File: config.mk
export PLATFORM = sky130hd
export DESIGN_NAME = adcif_top
export DESIGN_NICKNAME = d
export VERILOG_FILES = /design/src/adcif_pkg.sv /design/src/adcif_top.sv
export SDC_FILE = /design/constraint.sdc
export NUM_CORES = 1
export LEC_CHECK = 0
export BUFFER_PORTS_ARGS = -buffer_cell sky130_fd_sc_hd__buf_2
export CORE_AREA = 5 5 121 123
export DETAILED_ROUTE_END_ITERATION = 6
export DIE_AREA = 0 0 126 128
export GPL_ROUTABILITY_DRIVEN = 0
export MAX_ROUTING_LAYER = met4
export PLACE_DENSITY = 0.74
export SLEW_MARGIN = 20
export SYNTH_ARGS = -nofsm -noshare
export SYNTH_HDL_FRONTEND = slang
export SYNTH_SLANG_ARGS = --single-unit
File: constraint.sdc
create_clock -name core_clk -period 7.81 [get_ports core_clk]
set_clock_uncertainty 0.2 [all_clocks]
set_input_delay 0.781 -clock core_clk [delete_from_list [all_inputs] [get_ports core_clk]]
set_output_delay 0.781 -clock core_clk [all_outputs]
set_load 0.01 [all_outputs]
File: src/adcif_pkg.sv
// How it works
// [RULE1] Resolutions 8/10 bits, 11/12 average 4/16
// [RULE2] All channels share one result register
// [RULE3] Each start converts every enabled channel
// [RULE4] Start pin fires rising, falling or both
// [RULE5] Sixteen-bit timer makes periodic starts
// [RULE6] Software selects event start with seven
// [RULE7] Several event inputs ORed into one
// [RULE8] Events accepted only when reception enabled
// [RULE9] Event while asleep requests local clock
// [RULE10] Sleep conversion wakes only via interrupt
// [RULE11] Stopped clock halts, resumes afterwards
// [RULE12] Touch mode sequencer drives pad signals
// [RULE13] Two touch drive pins, top and right
// [RULE14] Pen contact and loss detected; contact starts
// [RULE15] One DMA request handshake for results
// [RULE16] One interrupt request output
// [RULE17] Debug halt does not freeze block
// [RULE18] Software disables block before clock gating
// [RULE19] Software idles analog cell before sleep
// [RULE20] Unread result overwritten sets overrun flag
// [RULE21] DMA read clears result ready flag
// [RULE22] Resolution codes 0..3; 8-bit upper bits zero
// [RULE23] Start during sequence is ignored
// [RULE24] Interrupt only for enabled flags, held
package adcif_pkg;
  // Register byte offsets
  localparam logic [7:0] CtrlOff   = 8'h00;
  localparam logic [7:0] CfgOff    = 8'h04;
  localparam logic [7:0] StartOff  = 8'h08;
  localparam logic [7:0] ChanOff   = 8'h0c;
  localparam logic [7:0] ResultOff = 8'h10;
  localparam logic [7:0] StatOff   = 8'h14;
  localparam logic [7:0] IenOff    = 8'h18;
  localparam logic [7:0] IclrOff   = 8'h1c;
  localparam logic [7:0] EvenOff   = 8'h20;
  // Control bits
  localparam int CtrlEnBit    = 0;
  localparam int CtrlStartBit = 1;
  localparam int CtrlTouchBit = 2;
  // Start source codes
  localparam logic [2:0] SrcSoft  = 3'h0;
  localparam logic [2:0] SrcRise  = 3'h1;
  localparam logic [2:0] SrcFall  = 3'h2;
  localparam logic [2:0] SrcAny   = 3'h3;
  localparam logic [2:0] SrcPen   = 3'h4;
  localparam logic [2:0] SrcTimer = 3'h5;
  localparam logic [2:0] SrcCont  = 3'h6;
  localparam logic [2:0] SrcEvent = 3'h7;
  // Start register fields
  localparam int SrcLsb   = 0;
  localparam int TimerLsb = 16;
  // Status bits
  localparam int ReadyBit   = 0;
  localparam int OverrunBit = 1;
  localparam int PenOnBit   = 2;
  localparam int PenOffBit  = 3;
  localparam int BusyBit    = 4;
  // Resolution codes
  localparam logic [1:0] Res8  = 2'h0;
  localparam logic [1:0] Res10 = 2'h1;
  localparam logic [1:0] Res11 = 2'h2;
  localparam logic [1:0] Res12 = 2'h3;
  localparam logic [4:0] Avg11 = 5'h04;
  localparam logic [4:0] Avg12 = 5'h10;
  localparam int NumChan    = 8;
  localparam int NumEvents  = 4;
endpackage

File: src/adcif_top.sv
// Chosen here: register access over APB and the register addresses.
`timescale 1ns/100ps
module adcif_top (
  // Clock and reset
  input  wire logic        core_clk,
  input  wire logic        rst,
  // APB slave
  input  wire logic        psel,
  input  wire logic        penable,
  input  wire logic        pwrite,
  input  wire logic [7:0]  paddr,
  input  wire logic [31:0] pwdata,
  output logic      [31:0] prdata,
  output logic             pready,
  output logic             pslverr,
  // Clock gating from power manager
  input  wire logic        clkRun,
  output logic             localClkReq,
  output logic             wakeReq,
  // External start pin and events
  input  wire logic        startPin,
  input  wire logic [adcif_pkg::NumEvents-1:0] periphEvent,
  // Pen detect comparator
  input  wire logic        penSense,
  // Analog cell
  output logic             cellStart,
  output logic [2:0]       cellChan,
  input  wire logic        cellDone,
  input  wire logic [9:0]  cellData,
  // Touch panel drive
  output logic             touchDriveTopPin,
  output logic             touchDriveRightPin,
  // DMA handshake
  output logic             dmaReq,
  input  wire logic        dmaAck,
  // Interrupt
  output logic             irq
);
  typedef enum logic [1:0] {Idle, Launch, Wait} adcif_state_t;

  typedef struct packed {
    logic [2:0]  ctrl;
    logic [1:0]  res;
    logic [31:0] startCfg;
    logic [7:0]  chanEn;
    logic [11:0] result;
    logic [3:0]  flags;
    logic [3:0]  ien;
    logic        evEn;
    logic [15:0] timer;
    logic [1:0]  pinSync;
    logic        pinLast;
    logic [1:0]  penSync;
    logic        penLast;
    adcif_state_t st;
    logic [2:0]  chan;
    logic [7:0]  pend;
    logic [4:0]  avgCnt;
    logic [13:0] acc;
    logic        phase;
    logic        asyncRun;
    logic        cellStart;
  } adcif_regs_t;

  adcif_regs_t cur_ff, nxt_cur;

  logic        apbWr;
  logic        apbRd;
  logic        pinRise;
  logic        pinFall;
  logic        penOn;
  logic        penOff;
  logic        evHit;
  logic        trig;
  logic [4:0]  avgN;
  logic [13:0] sum;
  logic [11:0] scaled;
  logic [2:0]  nextChan;
  logic        nextFound;
  logic [3:0]  hwSet;

  assign apbWr = psel && penable && pwrite;
  assign apbRd = psel && penable && !pwrite;

  always_comb begin
    nextChan  = 3'h0;
    nextFound = 1'b0;
    for (int i = adcif_pkg::NumChan - 1; i >= 0; i--) begin
      if (cur_ff.pend[i]) begin
        nextChan  = 3'(i);
        nextFound = 1'b1;
      end
    end
  end

  always_comb begin
    nxt_cur = cur_ff;
    // Edges taken only from the second sync stage and its delayed copy
    pinRise = cur_ff.pinSync[1] && !cur_ff.pinLast;
    pinFall = !cur_ff.pinSync[1] && cur_ff.pinLast;
    penOn   = cur_ff.penSync[1] && !cur_ff.penLast;
    penOff  = !cur_ff.penSync[1] && cur_ff.penLast;
    // [RULE7] OR of generators
    // [RULE8] gated by reception enable
    evHit = (|periphEvent) && cur_ff.evEn;
    trig  = 1'b0;
    avgN  = 5'h01;
    sum   = 14'h0000;
    scaled = 12'h000;
    hwSet  = 4'h0;
    // [RULE11] clock stopped: state frozen
    // [RULE17] no debug input stalls the block
    // Event cycle runs on the requested local clock, else the event is lost
    if (clkRun || cur_ff.asyncRun || evHit) begin
      nxt_cur.pinSync = {cur_ff.pinSync[0], startPin};
      nxt_cur.pinLast = cur_ff.pinSync[1];
      nxt_cur.penSync = {cur_ff.penSync[0], penSense};
      nxt_cur.penLast = cur_ff.penSync[1];
      nxt_cur.cellStart = 1'b0;
      // [RULE14] pen contact and loss
      if (penOn) nxt_cur.flags[adcif_pkg::PenOnBit] = 1'b1;
      if (penOff) nxt_cur.flags[adcif_pkg::PenOffBit] = 1'b1;
      hwSet[adcif_pkg::PenOnBit]  = penOn;
      hwSet[adcif_pkg::PenOffBit] = penOff;
      // [RULE5] periodic timer
      if (cur_ff.startCfg[2:0] == adcif_pkg::SrcTimer && cur_ff.ctrl[adcif_pkg::CtrlEnBit]) begin
        if (cur_ff.timer == 16'h0000) begin
          nxt_cur.timer = cur_ff.startCfg[31:16];
        end else begin
          nxt_cur.timer = cur_ff.timer - 16'h0001;
        end
      end else begin
        nxt_cur.timer = cur_ff.startCfg[31:16];
      end
      // [RULE4] edge selection
      unique case (cur_ff.startCfg[2:0])
        adcif_pkg::SrcSoft:  trig = 1'b0;
        adcif_pkg::SrcRise:  trig = pinRise;
        adcif_pkg::SrcFall:  trig = pinFall;
        adcif_pkg::SrcAny:   trig = pinRise || pinFall;
        adcif_pkg::SrcPen:   trig = penOn;
        adcif_pkg::SrcTimer: trig = cur_ff.timer == 16'h0000;
        adcif_pkg::SrcCont:  trig = 1'b1;
        adcif_pkg::SrcEvent: trig = evHit;
      endcase
      if (apbWr && paddr == adcif_pkg::CtrlOff && pwdata[adcif_pkg::CtrlStartBit]) trig = 1'b1;
      trig = trig && cur_ff.ctrl[adcif_pkg::CtrlEnBit];
      // [RULE1] averaging depth
      unique case (cur_ff.res)
        adcif_pkg::Res11: avgN = adcif_pkg::Avg11;
        adcif_pkg::Res12: avgN = adcif_pkg::Avg12;
        default:          avgN = 5'h01;
      endcase
      unique case (cur_ff.st)
        Idle: begin
          // [RULE3] convert all enabled channels
          if (trig && cur_ff.chanEn != 8'h00) begin
            nxt_cur.pend   = cur_ff.chanEn;
            nxt_cur.st     = Launch;
            nxt_cur.avgCnt = 5'h00;
            nxt_cur.acc    = 14'h0000;
            nxt_cur.phase  = 1'b0;
          end
        end
        Launch: begin
          nxt_cur.chan      = nextChan;
          nxt_cur.cellStart = 1'b1;
          nxt_cur.st        = Wait;
        end
        // [RULE23] triggers ignored while busy
        Wait: begin
          if (cellDone) begin
            sum = cur_ff.acc + {4'h0, cellData};
            if (cur_ff.avgCnt + 5'h01 < avgN) begin
              nxt_cur.acc    = sum;
              nxt_cur.avgCnt = cur_ff.avgCnt + 5'h01;
              nxt_cur.st     = Launch;
            end else begin
              // [RULE22] result scaling per resolution
              unique case (cur_ff.res)
                adcif_pkg::Res8:  scaled = {4'h0, cellData[9:2]};
                adcif_pkg::Res10: scaled = {2'h0, cellData};
                adcif_pkg::Res11: scaled = {1'b0, sum[11:1]};
                adcif_pkg::Res12: scaled = sum[13:2];
              endcase
              // [RULE2] one shared result
              nxt_cur.result = scaled;
              // [RULE20] overwrite of unread result
              if (cur_ff.flags[adcif_pkg::ReadyBit]) nxt_cur.flags[adcif_pkg::OverrunBit] = 1'b1;
              nxt_cur.flags[adcif_pkg::ReadyBit] = 1'b1;
              hwSet[adcif_pkg::ReadyBit]   = 1'b1;
              hwSet[adcif_pkg::OverrunBit] = cur_ff.flags[adcif_pkg::ReadyBit];
              nxt_cur.pend[cur_ff.chan] = 1'b0;
              nxt_cur.avgCnt = 5'h00;
              nxt_cur.acc    = 14'h0000;
              // [RULE12] touch pairs: drive phase toggles per channel
              nxt_cur.phase  = !cur_ff.phase;
              nxt_cur.st = (cur_ff.pend & ~(8'h01 << cur_ff.chan)) != 8'h00 ? Launch : Idle;
            end
          end
        end
      endcase
      // [RULE9] hold local clock until sequence ends
      nxt_cur.asyncRun = !clkRun && (evHit || (cur_ff.asyncRun && nxt_cur.st != Idle));
    end
    // Register writes; hardware sets win over clears
    if (apbWr) begin
      unique case (paddr)
        adcif_pkg::CtrlOff:  begin
          nxt_cur.ctrl[adcif_pkg::CtrlEnBit]    = pwdata[adcif_pkg::CtrlEnBit];
          nxt_cur.ctrl[adcif_pkg::CtrlTouchBit] = pwdata[adcif_pkg::CtrlTouchBit];
        end
        adcif_pkg::CfgOff:   nxt_cur.res = pwdata[1:0];
        // [RULE6] code seven selects events
        adcif_pkg::StartOff: nxt_cur.startCfg = pwdata;
        adcif_pkg::ChanOff:  nxt_cur.chanEn = pwdata[7:0];
        adcif_pkg::IenOff:   nxt_cur.ien = pwdata[3:0];
        adcif_pkg::EvenOff:  nxt_cur.evEn = pwdata[0];
        adcif_pkg::IclrOff:  nxt_cur.flags = nxt_cur.flags & ~(pwdata[3:0] & ~hwSet);
        default: ;
      endcase
    end
    // Reading the result clears ready unless a new one lands
    // [RULE21] DMA read clears ready
    if ((dmaAck || (apbRd && paddr == adcif_pkg::ResultOff)) && !hwSet[adcif_pkg::ReadyBit]) begin
      nxt_cur.flags[adcif_pkg::ReadyBit] = 1'b0;
    end
  end

  always_ff @(posedge core_clk) begin
    if (rst) begin
      cur_ff <= '0;
    end else begin
      cur_ff <= nxt_cur;
    end
  end

  always_comb begin
    prdata = 32'h0000_0000;
    unique case (paddr)
      adcif_pkg::CtrlOff:   prdata = {29'h0, cur_ff.ctrl};
      adcif_pkg::CfgOff:    prdata = {30'h0, cur_ff.res};
      adcif_pkg::StartOff:  prdata = cur_ff.startCfg;
      adcif_pkg::ChanOff:   prdata = {24'h0, cur_ff.chanEn};
      adcif_pkg::ResultOff: prdata = {20'h0, cur_ff.result};
      adcif_pkg::StatOff:   prdata = {27'h0, cur_ff.st != Idle, cur_ff.flags};
      adcif_pkg::IenOff:    prdata = {28'h0, cur_ff.ien};
      adcif_pkg::EvenOff:   prdata = {31'h0, cur_ff.evEn};
      default:              prdata = 32'h0000_0000;
    endcase
  end

  // Zero wait states; unmapped addresses error
  assign pready  = 1'b1;
  assign pslverr = psel && penable && (paddr > adcif_pkg::EvenOff || paddr[1:0] != 2'h0);
  assign cellStart = cur_ff.cellStart;
  assign cellChan  = cur_ff.chan;
  // [RULE13] touch drive pins
  assign touchDriveTopPin   = cur_ff.ctrl[adcif_pkg::CtrlTouchBit] && cur_ff.st != Idle && !cur_ff.phase;
  assign touchDriveRightPin = cur_ff.ctrl[adcif_pkg::CtrlTouchBit] && cur_ff.st != Idle && cur_ff.phase;
  // [RULE15] single DMA request
  assign dmaReq = cur_ff.flags[adcif_pkg::ReadyBit];
  // [RULE16] one interrupt line
  // [RULE24] enabled flags only
  assign irq = |(cur_ff.flags & cur_ff.ien);
  // [RULE10] wake only on interrupt
  assign wakeReq = irq && !clkRun;
  assign localClkReq = cur_ff.asyncRun || (!clkRun && evHit);

  overrun_set_a: assert property (@(posedge core_clk) disable iff (rst) // [RULE20]
    (cur_ff.st == Wait && cellDone && cur_ff.flags[0] && cur_ff.avgCnt + 5'h01 >= avgN && clkRun)
    |=> cur_ff.flags[1]) else $error("Overrun not set");
  irq_gate_a: assert property (@(posedge core_clk) disable iff (rst) // [RULE24]
    (irq && !apbWr && !apbRd && !dmaAck) |=> irq) else $error("Irq dropped without clear");
  res8_zero_a: assert property (@(posedge core_clk) disable iff (rst) // [RULE22]
    (cur_ff.res == 2'h0 && $changed(cur_ff.result)) |-> cur_ff.result[11:8] == 4'h0)
    else $error("8-bit result has upper bits");
  busy_hold_a: assert property (@(posedge core_clk) disable iff (rst) // [RULE23]
    (cur_ff.st == Wait && !cellDone) |=> cur_ff.st == Wait) else $error("Sequence restarted");
  freeze_a: assert property (@(posedge core_clk) disable iff (rst) // [RULE11]
    (!clkRun && !localClkReq && !apbWr && !apbRd && !dmaAck) |=> $stable(cur_ff.st))
    else $error("State moved while stopped");
  dma_clear_a: assert property (@(posedge core_clk) disable iff (rst) // [RULE21]
    (dmaAck && !cellDone) |=> !cur_ff.flags[0]) else $error("Ready not cleared by DMA");
  event_gate_a: assert property (@(posedge core_clk) disable iff (rst) // [RULE8]
    (cur_ff.st == Idle && !cur_ff.evEn && cur_ff.startCfg[2:0] == 3'h7 && !apbWr)
    |=> cur_ff.st == Idle) else $error("Event accepted while disabled");
  touch_excl_a: assert property (@(posedge core_clk) disable iff (rst) // [RULE13]
    !(touchDriveTopPin && touchDriveRightPin)) else $error("Both drives on");
  touch_swap_a: assert property (@(posedge core_clk) disable iff (rst) // [RULE12]
    (touchDriveTopPin && cur_ff.st == Wait && cellDone && cur_ff.avgCnt + 5'h01 >= avgN
    && clkRun) |=> !touchDriveTopPin) else $error("Top drive kept after channel");
  launch_a: assert property (@(posedge core_clk) disable iff (rst) // [RULE3]
    (cur_ff.st == Launch && clkRun) |=> cellStart && cur_ff.chanEn[cellChan])
    else $error("Launch without enabled channel");
endmodule

==> flow_metrics.tcl <==
set metrics [dict create \
    grt_first_pass_wirelength_um 31800 \
    cts_tree "yes" \
    fin_crit_sh_pct 46.20 \
    p_sw_uw 328.3 \
    crit-reg2reg-launch "cur_ff[119]$_SDFFE_PP0P_" \
    layout_min_cycle_time_ns 3.608 \
    wl_per_cell_um 16.47 \
    syn_avg_cell_area_um2 7.585 \
    die_w_um 126 \
    ant_nets 0 \
    ctsLongestPathBuffers 2 \
    worstSetupPathType "input port to primary output" \
    max_freq_ghz 0.2771 \
    outcome "completed" \
    start_kind "input port" \
    die_area_um2 16130 \
    place_inst 1148 \
    max_slew.worst_pin.slew_ns 1.045 \
    diodes 0 \
    ys_types 77 \
    leakage_nw 3.099 \
    seqPwrFrac_pct 39.5 \
    power.share.clock_pct 56.2 \
    synth_edf_count 0 \
    synth_top_cell_by_area "dfxtp_1" \
    reg2reg_depth 8 \
    post_cts_resized 0 \
    r2r_setup_slack_ns 4.47 \
    met1_length_um 9265 \
    final_cells 1180 \
    place_area_um2 7507 \
    finalSetupTns_ns 0 \
    design_area_um2 8185 \
    dp_hpwl_um 13530 \
    endpoint_kind "primary output" \
    wirelength_um 19430 \
    grt_max_degree 94 \
    yosys_warnings 0 \
    finalNetCount 1072 \
    drc 0 \
    firstDrtPassIters 7 \
    final_cell_mix "170 x nand2_1, 122 x dfxtp_1, 109 x a21oi_1" \
    placementRows 43 \
    cts_max_level 4 \
    required_ns 6.83 \
    power.share.combinational_pct 4.3 \
    synth_seq_cells 122 \
    arrival_ns 2.63 \
    wl_met2_um 8500 \
    ctsHoldBuffers 0 \
    clk_latency_ns 0.42 \
    p_per_area_nw_per_um2 193.6 \
    portBuffers 106 \
    synth_ff_type "dfxtp_1" \
    ios 108 \
    hold_viol 0 \
    track_usage_pct 24.64 \
    async_reset_ff_share_pct 0 \
    drv_slew 0 \
    netlist_area_um2 6948 \
    overflow 0 \
    wl_met3_um 1384 \
    syn_nets 1001 \
    drtIter0Drc 841 \
    grt_antenna_before_repair 0 \
    syn_to_final_growth_pct 17.81 \
    top_layer "met4" \
    vias 7006 \
    p_int_mw 1.256 \
    nFillCells 1277 \
    worst_slack_ns 4.202 \
    max-vdd-ir-drop_mv 0.1435 \
    crit_path_end "prdata[2]" \
    maxCapViolations 0 \
    die_h_um 128 \
    clk_pin_slew_ns 0.06 \
    clkSinkCount 122 \
    setup_viol 0 \
    reg2reg_to "cur_ff[75]$_SDFFE_PP0P_" \
    total_power_mw 1.584 \
    root_buffer "clkbuf_16" \
    hold_class "flip-flop to flip-flop" \
    crit_fanout 9 \
    worstSetupStartpoint "paddr[5]" \
    grt_pass1_vias 6328 \
    core-area_um2 13560 \
    post_cts_buffers 0 \
    post-place-ws_ns 4.290 \
    synth_top_cell_area_share_pct 35.15 \
    viasPerCell 5.937 \
    drive_gt1_share_pct 17.10 \
    synthesis.instances 916 \
    maxSlewHeadroom_pct 29.80 \
    layout_commonest_cell "nand2_1" \
    switching_share_pct 20.72 \
    rsz0062_at_grt "false" \
    initial_utilization_pct 51.25 \
    synth_area_leaders "dfxtp_1 35%, nand2_1 9.2%, a21oi_1 7.9%" \
    seq_area_frac_synth_pct 35.15 \
    cts-buffers-inserted 17 \
]
## power groups by stage
stage / Sequential (mW) / Clock (mW) / Combinational [mW]
after floorplan: 0.639 / 0 / 0.0366
after global placement: 0.639 / 0 / 0.0666
after detailed placement: 0.639 / 0 / 0.0667
after CTS: 0.626 / 0.900 / 0.0668
after global routing: 0.626 / 0.932 / 0.0744
final: 0.626 / 0.891 / 0.0678
## critical path, stage by stage
cell	delay, ns
buf_2	0.13
nor3_2	0.27
nand2_1	0.15
nor3_1	0.82
a22oi_1	0.20
nand2_1	0.13
buf_2	0.15
## metal layers
metal	vias to the layer above	global-route usage (%)
met5	-	-
met4	0	6.688
met3	29	4.625
met2	266	35.74
met1	3290	35.28
li1	3421	-
## metrics by stage
stage / utilization [%] / hold slack (ns)
global placement: 55.37 / 0.2393
global route: 60.37 / 0.2713
floorplan: - / 0.2313
detailed placement: 55.37 / 0.2441
CTS: 60.30 / 0.2505
finish: 60.37 / 0.2492
## flip-flops by register name, summed over array words and instances (netlist names)
name and flops:
cellChan 3, cellStart 1, cur_ff 117, dmaReq 1
## how the worst min path moves through the flow
stage,from,to,cells after the start
after global placement,cur_ff[98]$_SDFFE_PP0P_,cur_ff[98]$_SDFFE_PP0P_,2
after global routing,cur_ff[9]$_SDFFE_PP0P_,cur_ff[9]$_SDFFE_PP0P_,2
final,cur_ff[98]$_SDFFE_PP0P_,cur_ff[98]$_SDFFE_PP0P_,2
after floorplan,cur_ff[71]$_SDFFE_PP0P_,cur_ff[71]$_SDFFE_PP0P_,2
after detailed placement,cur_ff[98]$_SDFFE_PP0P_,cur_ff[98]$_SDFFE_PP0P_,2
after CTS,cur_ff[98]$_SDFFE_PP0P_,cur_ff[98]$_SDFFE_PP0P_,2
## cell usage after synthesis, types with 3 or more instances
| master | instances |
|---|---|
| a222oi_1 | 8 |
| a22oi_1 | 15 |
| buf_4 | 5 |
| and2_1 | 22 |
| o21ai_0 | 32 |
| mux2i_1 | 6 |
| a2bb2oi_1 | 4 |
| a22o_1 | 6 |
| dfxtp_1 | 122 |
| nand3_1 | 46 |
| a31oi_1 | 7 |
| nor2_1 | 72 |
| o41ai_1 | 5 |
| a21o_1 | 3 |
| nor3_1 | 30 |
| o211ai_1 | 5 |
| nand4_1 | 3 |
| mux4_2 | 5 |
| xor2_1 | 4 |
| o31ai_1 | 5 |
| a21oi_1 | 109 |
| nor2b_1 | 7 |
| nor4_1 | 9 |
| a311oi_1 | 4 |
| nand2b_1 | 14 |
| nand4b_1 | 6 |
| or3_1 | 7 |
| clkbuf_1 | 45 |
| o2bb2ai_1 | 8 |
| o31a_1 | 3 |
| nand2_1 | 171 |
| buf_2 | 6 |
| and3_1 | 5 |
| o21bai_1 | 3 |
| a211oi_1 | 7 |
| ha_1 | 20 |
| o21a_1 | 5 |
| xnor2_1 | 10 |
| inv_1 | 23 |
## cell type report
cell class	instances	area (um^2)	area share [%]
well taps	180	225.2	2.751
multi-input cells	710	4178	51.04
inverters	23	86.33	1.055
clock buffers	21	450.4	5.503
flip-flops and latches	122	2442	29.84
repair buffers	113	585.6	7.154
clock inverters	11	217.7	2.660
## kinds of logic after synthesis
kind of cell	Yosys count	synth area share (%)
AOI/OAI and AO/OA	251	23.27
xor gates and xnor gates	14	1.765
adders and majority gates	21	3.890
buffers and inverters	84	5.150
DFF	122	35.15
muxes	13	2.809
other	1	0.05397
and+or+nand+nor	410	27.91
(Power assumes the default switching activity.)
